--- src/pcp_pkg.sv ---
package pcp_pkg;

   // Port widths.
   localparam int PORT_C_W = 8;
   localparam int PORT_D_W = 3;

   // Fourth-port dedicated pin positions.
   localparam int PD_STROBE_BIT = 0;
   localparam int PD_CLOCK_BIT = 1;
   localparam int PD_CSEL_BIT = 2;

   // Third-port special pin positions.
   localparam int PC_BATT_IN_BIT = 2;
   localparam int PC_BATT_FLAG_BIT = 4;
   localparam int PC_DBE_BIT = 7;

   // First power register field positions.
   localparam int PM0_APD_BIT = 1;
   localparam int PM0_TURBO_OFF_BIT = 3;
   localparam int PM0_CLK_BLOCK_BIT = 4;

   // Second power register field positions.
   localparam int PM2_CNTL0_BIT = 2;
   localparam int PM2_CNTL1_BIT = 3;
   localparam int PM2_CNTL2_BIT = 4;
   localparam int PM2_ALE_BIT = 5;
   localparam int PM2_DBE_BIT = 6;

   // Power register reset values.
   localparam logic [7:0] PM0_RESET = 8'h00;
   localparam logic [7:0] PM2_RESET = 8'h00;

   // Inactivity counter.
   localparam int APD_CNT_W = 4;
   localparam logic [APD_CNT_W-1:0] APD_LIMIT = 4'hf;
   localparam logic [APD_CNT_W-1:0] APD_ZERO = 4'h0;

   // Third-port pin function.
   typedef enum logic [1:0] {
      PCP_FN_MCU_IO,
      PCP_FN_LOGIC_IN,
      PCP_FN_ADDR_IN
   } pcp_fn_t;

   // Power mode of the device.
   typedef enum logic {
      PCP_RUN,
      PCP_DOWN
   } pcp_mode_t;

   // Port pin group: input, output and output enable.
   typedef struct packed {
      logic [PORT_C_W-1:0] in;
      logic [PORT_C_W-1:0] out;
      logic [PORT_C_W-1:0] oe;
   } pcp_pc_pins_t;

   // Signals that feed the logic arrays.
   typedef struct packed {
      logic strobe;
      logic clock;
      logic dbe;
      logic [2:0] cntl;
      logic [PORT_C_W-1:0] pc_in;
      logic [PORT_D_W-1:0] pd_in;
   } pcp_logic_in_t;

endpackage

--- src/pcp_port_power.sv ---
`timescale 1ns/1ps
module pcp_port_power (
   // Clock and reset.
   input wire logic sys_clk,
   input wire logic reset_n,
   // Power register write port from the MCU side.
   input wire logic pm0_wr,
   input wire logic pm2_wr,
   input wire logic [7:0] pm_wdata,
   // Strobe polarity that counts as inactive.
   input wire logic strobe_idle_level,
   // Third-port configuration.
   input wire logic [7:0] pc_prog_sel,
   input wire logic [7:0] pc_logic_sel,
   input wire logic [7:0] pc_addr_sel,
   input wire logic [7:0] pc_dir,
   input wire logic [7:0] pc_open_drain,
   input wire logic [7:0] pc_data_out,
   input wire logic pc_batt_in_en,
   input wire logic pc_batt_flag_en,
   input wire logic pc_dbe_en,
   input wire logic batt_low_main,
   // Third-port pins.
   input wire logic [7:0] pc_pin_in,
   output logic [7:0] pc_pin_out,
   output logic [7:0] pc_pin_oe,
   // Fourth-port configuration.
   input wire logic [2:0] pd_dir,
   input wire logic [2:0] pd_data_out,
   input wire logic [2:0] pd_logic_out_sel,
   input wire logic [2:0] pd_logic_out,
   input wire logic strobe_en,
   input wire logic clock_en,
   input wire logic csel_en,
   // Fourth-port pins.
   input wire logic [2:0] pd_pin_in,
   output logic [2:0] pd_pin_out,
   output logic [2:0] pd_pin_oe,
   // Other array control inputs.
   input wire logic [2:0] cntl_in,
   // MCU address and data toward the memories.
   input wire logic [15:0] mcu_addr,
   input wire logic [7:0] mcu_data,
   // Gated results and status.
   output logic [15:0] mem_addr,
   output logic [7:0] mem_data,
   output logic [7:0] pc_mcu_in,
   output logic [7:0] pc_addr_in,
   output logic [2:0] pd_mcu_in,
   output pcp_pkg::pcp_logic_in_t logic_in,
   output logic flash_sel,
   output logic sram_sel,
   output logic io_window_sel,
   output logic mem_standby,
   output logic logic_standby,
   output logic power_down,
   output logic [7:0] pm0_q,
   output logic [7:0] pm2_q
);

   ////////////////////////////////////////////////////////////////////////////
   // Pin synchronisers.

   // Two stages for every pin; only the second stage is read.
   logic [7:0] pc_s1_reg;
   logic [7:0] pc_s2_reg;
   logic [2:0] pd_s1_reg;
   logic [2:0] pd_s2_reg;
   logic [2:0] ct_s1_reg;
   logic [2:0] ct_s2_reg;
   logic bl_s1_reg;
   logic bl_s2_reg;

   // Sample all external pins into the clock domain.
   always_ff @(posedge sys_clk or negedge reset_n) begin
      if (!reset_n) begin
         pc_s1_reg <= 8'h00;
         pc_s2_reg <= 8'h00;
         pd_s1_reg <= 3'h0;
         pd_s2_reg <= 3'h0;
         ct_s1_reg <= 3'h0;
         ct_s2_reg <= 3'h0;
         bl_s1_reg <= 1'b0;
         bl_s2_reg <= 1'b0;
      end else begin
         pc_s1_reg <= pc_pin_in;
         pc_s2_reg <= pc_s1_reg;
         pd_s1_reg <= pd_pin_in;
         pd_s2_reg <= pd_s1_reg;
         ct_s1_reg <= cntl_in;
         ct_s2_reg <= ct_s1_reg;
         bl_s1_reg <= batt_low_main;
         bl_s2_reg <= bl_s1_reg;
      end
   end

   ////////////////////////////////////////////////////////////////////////////
   // Power registers.

   // Registers are written at run time; turbo is on since its bit resets to 0.
   always_ff @(posedge sys_clk or negedge reset_n) begin
      if (!reset_n) begin
         pm0_q <= pcp_pkg::PM0_RESET;
         pm2_q <= pcp_pkg::PM2_RESET;
      end else begin
         if (pm0_wr) begin
            pm0_q <= pm_wdata;
         end
         if (pm2_wr) begin
            pm2_q <= pm_wdata;
         end
      end
   end

   ////////////////////////////////////////////////////////////////////////////
   // Dedicated fourth-port functions and strobe activity.

   // Dedicated inputs, seen only when configured.
   logic strobe_lvl;
   logic clock_lvl;
   logic csel_high;
   logic strobe_prev_reg;
   logic clock_prev_reg;
   logic strobe_edge;
   logic clock_tick;
   logic apd_on;

   assign strobe_lvl = strobe_en & pd_s2_reg[pcp_pkg::PD_STROBE_BIT];
   assign clock_lvl = clock_en & pd_s2_reg[pcp_pkg::PD_CLOCK_BIT];
   assign csel_high = csel_en & pd_s2_reg[pcp_pkg::PD_CSEL_BIT];
   assign apd_on = pm0_q[pcp_pkg::PM0_APD_BIT];

   // Previous levels for edge detection on synchronised signals.
   always_ff @(posedge sys_clk or negedge reset_n) begin
      if (!reset_n) begin
         strobe_prev_reg <= 1'b0;
         clock_prev_reg <= 1'b0;
      end else begin
         strobe_prev_reg <= strobe_lvl;
         clock_prev_reg <= clock_lvl;
      end
   end

   // Any strobe change is activity; a clock period is its rising edge.
   assign strobe_edge = strobe_lvl ^ strobe_prev_reg;
   assign clock_tick = clock_lvl & ~clock_prev_reg;

   ////////////////////////////////////////////////////////////////////////////
   // Automatic power-down counter and mode.

   logic [pcp_pkg::APD_CNT_W-1:0] apd_cnt_reg;
   pcp_pkg::pcp_mode_t mode_reg;
   logic strobe_idle;

   // The strobe must sit at its idle level to count.
   assign strobe_idle = (strobe_lvl == strobe_idle_level) & ~strobe_edge;

   // Counter runs on common-clock periods, which the block filter never hides.
   always_ff @(posedge sys_clk or negedge reset_n) begin
      if (!reset_n) begin
         apd_cnt_reg <= pcp_pkg::APD_ZERO;
      end else if (!apd_on || !strobe_idle) begin
         apd_cnt_reg <= pcp_pkg::APD_ZERO;
      end else if (clock_tick && apd_cnt_reg != pcp_pkg::APD_LIMIT) begin
         apd_cnt_reg <= apd_cnt_reg + 4'h1;
      end
   end

   // Mode: down after fifteen idle clocks; wake on strobe or select low.
   always_ff @(posedge sys_clk or negedge reset_n) begin
      if (!reset_n) begin
         mode_reg <= pcp_pkg::PCP_RUN;
      end else begin
         case (mode_reg)
            pcp_pkg::PCP_RUN: begin
               if (apd_on && strobe_idle && clock_tick &&
                   apd_cnt_reg == pcp_pkg::APD_LIMIT - 4'h1) begin
                  mode_reg <= pcp_pkg::PCP_DOWN;
               end
            end
            default: begin
               if (strobe_edge || !apd_on || (csel_en && !csel_high)) begin
                  mode_reg <= pcp_pkg::PCP_RUN;
               end
            end
         endcase
      end
   end

   ////////////////////////////////////////////////////////////////////////////
   // Gating toward memories and logic arrays.

   logic down;
   logic mem_off;
   logic [2:0] cntl_gated;
   logic [7:0] pc_logic_in;
   pcp_pkg::pcp_logic_in_t li_next;
   logic [$bits(pcp_pkg::pcp_logic_in_t)-1:0] li_prev_reg;
   logic li_change;
   logic [15:0] addr_prev_reg;
   logic [7:0] data_prev_reg;

   assign down = (mode_reg == pcp_pkg::PCP_DOWN);
   // Chip deselect idles only the memories, never the arrays.
   assign mem_off = down | csel_high;

   // Programming pins are withheld from the array inputs too.
   assign pc_logic_in = pc_s2_reg & pc_logic_sel & ~pc_prog_sel;
   assign cntl_gated[0] = ct_s2_reg[0] & ~pm2_q[pcp_pkg::PM2_CNTL0_BIT];
   assign cntl_gated[1] = ct_s2_reg[1] & ~pm2_q[pcp_pkg::PM2_CNTL1_BIT];
   assign cntl_gated[2] = ct_s2_reg[2] & ~pm2_q[pcp_pkg::PM2_CNTL2_BIT];

   // Array inputs: power-down does not block non-bus inputs.
   always_comb begin
      li_next.strobe = strobe_lvl & ~pm2_q[pcp_pkg::PM2_ALE_BIT];
      li_next.clock = clock_lvl & ~pm0_q[pcp_pkg::PM0_CLK_BLOCK_BIT];
      li_next.dbe = pc_dbe_en & ~pc_prog_sel[pcp_pkg::PC_DBE_BIT] &
                    pc_s2_reg[pcp_pkg::PC_DBE_BIT] & ~pm2_q[pcp_pkg::PM2_DBE_BIT];
      li_next.cntl = cntl_gated;
      li_next.pc_in = pc_logic_in;
      // Dedicated strobe and clock reach the arrays only through their gated fields.
      li_next.pd_in = pd_s2_reg & ~{1'b0, clock_en, strobe_en};
   end

   // Registered outputs and change tracking.
   always_ff @(posedge sys_clk or negedge reset_n) begin
      if (!reset_n) begin
         logic_in <= '0;
         li_prev_reg <= '0;
         mem_addr <= 16'h0000;
         mem_data <= 8'h00;
         addr_prev_reg <= 16'h0000;
         data_prev_reg <= 8'h00;
      end else begin
         logic_in <= li_next;
         li_prev_reg <= li_next;
         addr_prev_reg <= mcu_addr;
         data_prev_reg <= mcu_data;
         if (!down) begin
            mem_addr <= mcu_addr;
            mem_data <= mcu_data;
         end
      end
   end

   assign li_change = (li_next != li_prev_reg);

   // Standby flags: memories wake only on an ungated, selected change.
   always_ff @(posedge sys_clk or negedge reset_n) begin
      if (!reset_n) begin
         mem_standby <= 1'b1;
         logic_standby <= 1'b0;
         flash_sel <= 1'b0;
         sram_sel <= 1'b0;
         io_window_sel <= 1'b0;
         power_down <= 1'b0;
      end else begin
         mem_standby <= mem_off | ((mcu_addr == addr_prev_reg) &&
                        (mcu_data == data_prev_reg));
         // With turbo on the arrays never idle; off, they idle when quiet.
         logic_standby <= pm0_q[pcp_pkg::PM0_TURBO_OFF_BIT] & ~li_change;
         flash_sel <= ~mem_off;
         sram_sel <= ~mem_off;
         io_window_sel <= ~mem_off;
         power_down <= down;
      end
   end

   ////////////////////////////////////////////////////////////////////////////
   // Port pin drivers and MCU read paths.

   logic [7:0] pc_drive;
   logic [7:0] pc_out_val;
   logic [7:0] pc_special;

   // Battery pins and DBE leave MCU I/O; no address-output select exists.
   always_comb begin
      pc_special = 8'h00;
      pc_special[pcp_pkg::PC_BATT_IN_BIT] = pc_batt_in_en;
      pc_special[pcp_pkg::PC_BATT_FLAG_BIT] = pc_batt_flag_en;
      pc_special[pcp_pkg::PC_DBE_BIT] = pc_dbe_en;
      pc_drive = pc_dir & ~pc_prog_sel & ~pc_special;
      pc_out_val = pc_data_out;
      pc_out_val[pcp_pkg::PC_BATT_FLAG_BIT] = pc_batt_flag_en ? bl_s2_reg :
                                              pc_data_out[pcp_pkg::PC_BATT_FLAG_BIT];
      // The flag pin stays ordinary I/O unless the flag function claims it.
      if (pc_batt_flag_en) begin
         pc_drive[pcp_pkg::PC_BATT_FLAG_BIT] = ~pc_prog_sel[pcp_pkg::PC_BATT_FLAG_BIT];
      end
   end

   // Open-drain pins drive only low; push-pull drive whenever enabled.
   always_ff @(posedge sys_clk or negedge reset_n) begin
      if (!reset_n) begin
         pc_pin_out <= 8'h00;
         pc_pin_oe <= 8'h00;
         pc_mcu_in <= 8'h00;
         pc_addr_in <= 8'h00;
      end else begin
         pc_pin_out <= pc_out_val & ~pc_open_drain;
         pc_pin_oe <= pc_drive & ~(pc_open_drain & pc_out_val);
         pc_mcu_in <= pc_s2_reg & ~pc_prog_sel;
         pc_addr_in <= pc_s2_reg & pc_addr_sel & ~pc_prog_sel;
      end
   end

   logic [2:0] pd_ded;
   logic [2:0] pd_out_val;

   // Three pins only; dedicated inputs never drive.
   always_comb begin
      pd_ded = {csel_en, clock_en, strobe_en};
      pd_out_val = (pd_logic_out_sel & pd_logic_out) |
                   (~pd_logic_out_sel & pd_data_out);
   end

   // Fourth-port drivers and MCU read path.
   always_ff @(posedge sys_clk or negedge reset_n) begin
      if (!reset_n) begin
         pd_pin_out <= 3'h0;
         pd_pin_oe <= 3'h0;
         pd_mcu_in <= 3'h0;
      end else begin
         pd_pin_out <= pd_out_val;
         pd_pin_oe <= (pd_dir | pd_logic_out_sel) & ~pd_ded;
         pd_mcu_in <= pd_s2_reg;
      end
   end
endmodule

--- config.mk ---
export PLATFORM = sky130hd
export DESIGN_NAME = pcp_port_power
export DESIGN_NICKNAME = d
export VERILOG_FILES = /design/src/pcp_pkg.sv /design/src/pcp_port_power.sv
export SDC_FILE = /design/constraint.sdc
export NUM_CORES = 1
export LEC_CHECK = 0
export ABC_CLOCK_PERIOD_IN_PS = 3810
export BUFFER_PORTS_ARGS = -buffer_cell sky130_fd_sc_hd__buf_2
export CORE_MARGIN = 2
export CORE_UTILIZATION = 42
export CTS_CLUSTER_DIAMETER = 50
export CTS_CLUSTER_SIZE = 40
export DETAILED_ROUTE_END_ITERATION = 8
export PLACE_DENSITY_LB_ADDON = 0.12
export SLEW_MARGIN = 0
export SYNTH_ARGS = -nofsm -noshare
export SYNTH_HDL_FRONTEND = slang
export SYNTH_SLANG_ARGS = --single-unit
--- constraint.sdc ---
create_clock -name sys_clk -period 3.81 [get_ports sys_clk]
set_input_delay 1.143 -clock sys_clk [delete_from_list [all_inputs] [get_ports sys_clk]]
set_output_delay 1.143 -clock sys_clk [all_outputs]
set_load 0.02 [all_outputs]
==> results.cfg <==
[placed_design]
place_congestion = 0.765
hpwl_um = 8750
io_buffers = 221
dpl_worst_slack_ps = 1430

[timing]
tightest_slew_ps = 1130
min_period_ps = 2220
skew_ps = 6.81
fmax_mhz = 450
final.period_utilization_pct = 58.4
finalSetupViolCount = 0
hold_viol_final = 0
layout_setup_ws_ps = 1590
tns_ps = 0
timing.hold.ws_ps = 343
rsz0062_at_grt = no
drv_slew = 0
maxSlewHeadroom_pct = 24.5

[critical_path]
cp.arrival_ps = 1080
r2r-end = mem_addr[7]
slowest_stage = dfstp_2
startpoint_type = flip-flop
cpPeakStageDelay_ps = 510
crit_fanout = 1
worst-endpoint-required_ps = 2670
cp-end-kind = output port
r2r_slack_ps = 2170
reg2regPathDepth = 1
cp_num_buf_inv = 1
worstSetupEndpoint = mem_standby
crit_path_start = mem_standby
path_delay_family = flip-flops
cp.depth = 1
r2r_start = down
path_class = flip-flop to output port
cp_cell_sequence = buf_2

[min_path]
hold_class = flip-flop to flip-flop

[synth]
synth.net_count = 481
synth_top_area_share_pct = 71.5
avgSynthCellArea_um2 = 15.6
synthCells = 361
synth_top_cell_by_area = dfrtp_1
synth_area_leaders = dfrtp_1 (71%), mux2_2 (8.8%), xnor2_1 (3.6%)
ys_warn_count = 0
yosys.cell_types.count = 35
synth-seq-cells = 162
ys_seq_area_share_pct = 71.9
syn_area_mm2 = 0.00564

[clocking]
hold_buffers = 0
post_cts_resized = 0
cts_made_buffers = 17
cts.clk_slew.worst_paths_ps = 60
cts_tree = done
htreeDepth = 4
clockBufferDepth = 2
cts_setup_buffers = 0
clock-root-buffer = clkbuf_16
cts.sink_count = 162
worstSkewPairLatency_ps = 410

[global_route]
grt_pass1_vias = 3666
grt_pass1_wl_um = 18300
antenna_found_initial = 0
gr-total-overflow = 0
grt_max_degree = 77
track_usage_pct = 16.8

[pwr]
p_per_area_mw_per_mm2 = 515
vdd_drop_max_mv = 0.223
power.leakage_nw = 3.75

[cells_and_area]
diodes = 0
largest_register_ffs = 17
drive_above_1_share_pct = 49.9
syn2layout_area_growth_pct = 33.4
nNetsFinal = 715
fin_util_pct = 57.0

[route]
vias_per_cell = 4.58
drt_iter0_drc = 143
first_pass_iters = 4
wl_per_cell_um = 14.9
antenna_left = 0
drc_errors = 0
num_vias = 3576
wl_um = 11600

[die]
core_mm2 = 0.0132
die-area_mm2 = 0.0144
initial_core_util_pct = 42.7
die_x_um = 120
rows = 42
die_height_um = 120
io_pins = 222

[status]
outcome = complete, no violations

[flow_run]
cap_violations = 0
[worst min-delay path by stage]
stage | startpoint | end | slack (ps) | cells after the start
6_report | pc_s1_reg[7] | pc_s2_reg[7] | 340 | 0
5_1_grt | pc_s1_reg[1] | pc_s2_reg[1] | 350 | 0
4_1_cts | pc_s1_reg[7] | pc_s2_reg[7] | 350 | 0
3_5_place_dp | pc_s1_reg[7] | pc_s2_reg[7] | 330 | 0
3_3_place_gp | pd_s1_reg[2] | pd_s2_reg[2] | 330 | 0
2_1_floorplan | bl_s1_reg | bl_s2_reg | 330 | 0
[layout make-up]
class | count | area, um2
multi-input cells | 181 | 1490
fillers | 1134 | 5670
well taps | 176 | 220
inverters | 9 | 33.8
clock inverters | 5 | 77.6
repair buffers | 224 | 1150
flip-flops and latches | 162 | 4060
clock buffers | 24 | 492
[cell usage after synthesis]
cell       instances
dfrtp_1          161
mux2_2            44
xnor2_1           23
xor2_1            22
nor2b_1           19
and2_1            16
nor2_1            14
inv_1              9
nand4_1            7
a211oi_1           6
nor4_1             5
nand2_1            4
a21oi_1            3
buf_2              3
buf_4              3
clkbuf_1           2
ha_1               2
a311oi_4           1
and2_4             1
and2b_1            1
and2b_2            1
and3_2             1
and3b_1            1
buf_6              1
dfstp_2            1
mux2i_1            1
nand3_1            1
nand4b_1           1
nor2b_4            1
nor3_1             1
nor4_2             1
o2111ai_1          1
o21ai_2            1
o31ai_1            1
o41ai_1            1
[kinds of logic after synthesis]
family | count (synthesis) | share of synthesized area (%)
mux | 45 | 8.97
simple gates | 75 | 7.94
compound gates | 14 | 2.13
xor+xnor | 45 | 6.99
flops | 162 | 71.9
buf+inv | 18 | 1.60
fa+ha+maj | 2 | 0.444
[stage by stage]
step	area [um2]	std cells	power, mW
6_report	7520	781	3.87
5_1_grt	7520	781	4.04
4_1_cts	7520	781	3.92
3_5_place_dp	6950	752	2.28
3_3_place_gp	6950	752	2.27
2_1_floorplan	5640	361	2.07
[layout by cell type, fill, tap and decap left out, drive strengths merged, types with 9 or more instances in the layout]
cell	count
xor2	22
clkbuf	24
inv	9
dfrtp	161
nor2	14
buf	224
nor2b	20
xnor2	23
and2	17
mux2	44
[where the power goes]
part,total [mW],internal [mW],switching (mW)
Combinational,0.383,0.161,0.223
Clock,1.63,1.02,0.612
Sequential,1.85,1.81,0.0416
[per-layer routing]
metal | wire (um) | vias up | global-route usage (%) | share of wire, %
li1 | - | 1668 | - | -
met5 | 0 | - | 0 | 0
met2 | 5590 | 152 | 26.8 | 48
met1 | 5070 | 1743 | 21.6 | 44
met4 | 151 | 0 | 6.03 | 1.3
met3 | 825 | 13 | 5.61 | 7.1
Power figures use the tool's default switching activity.
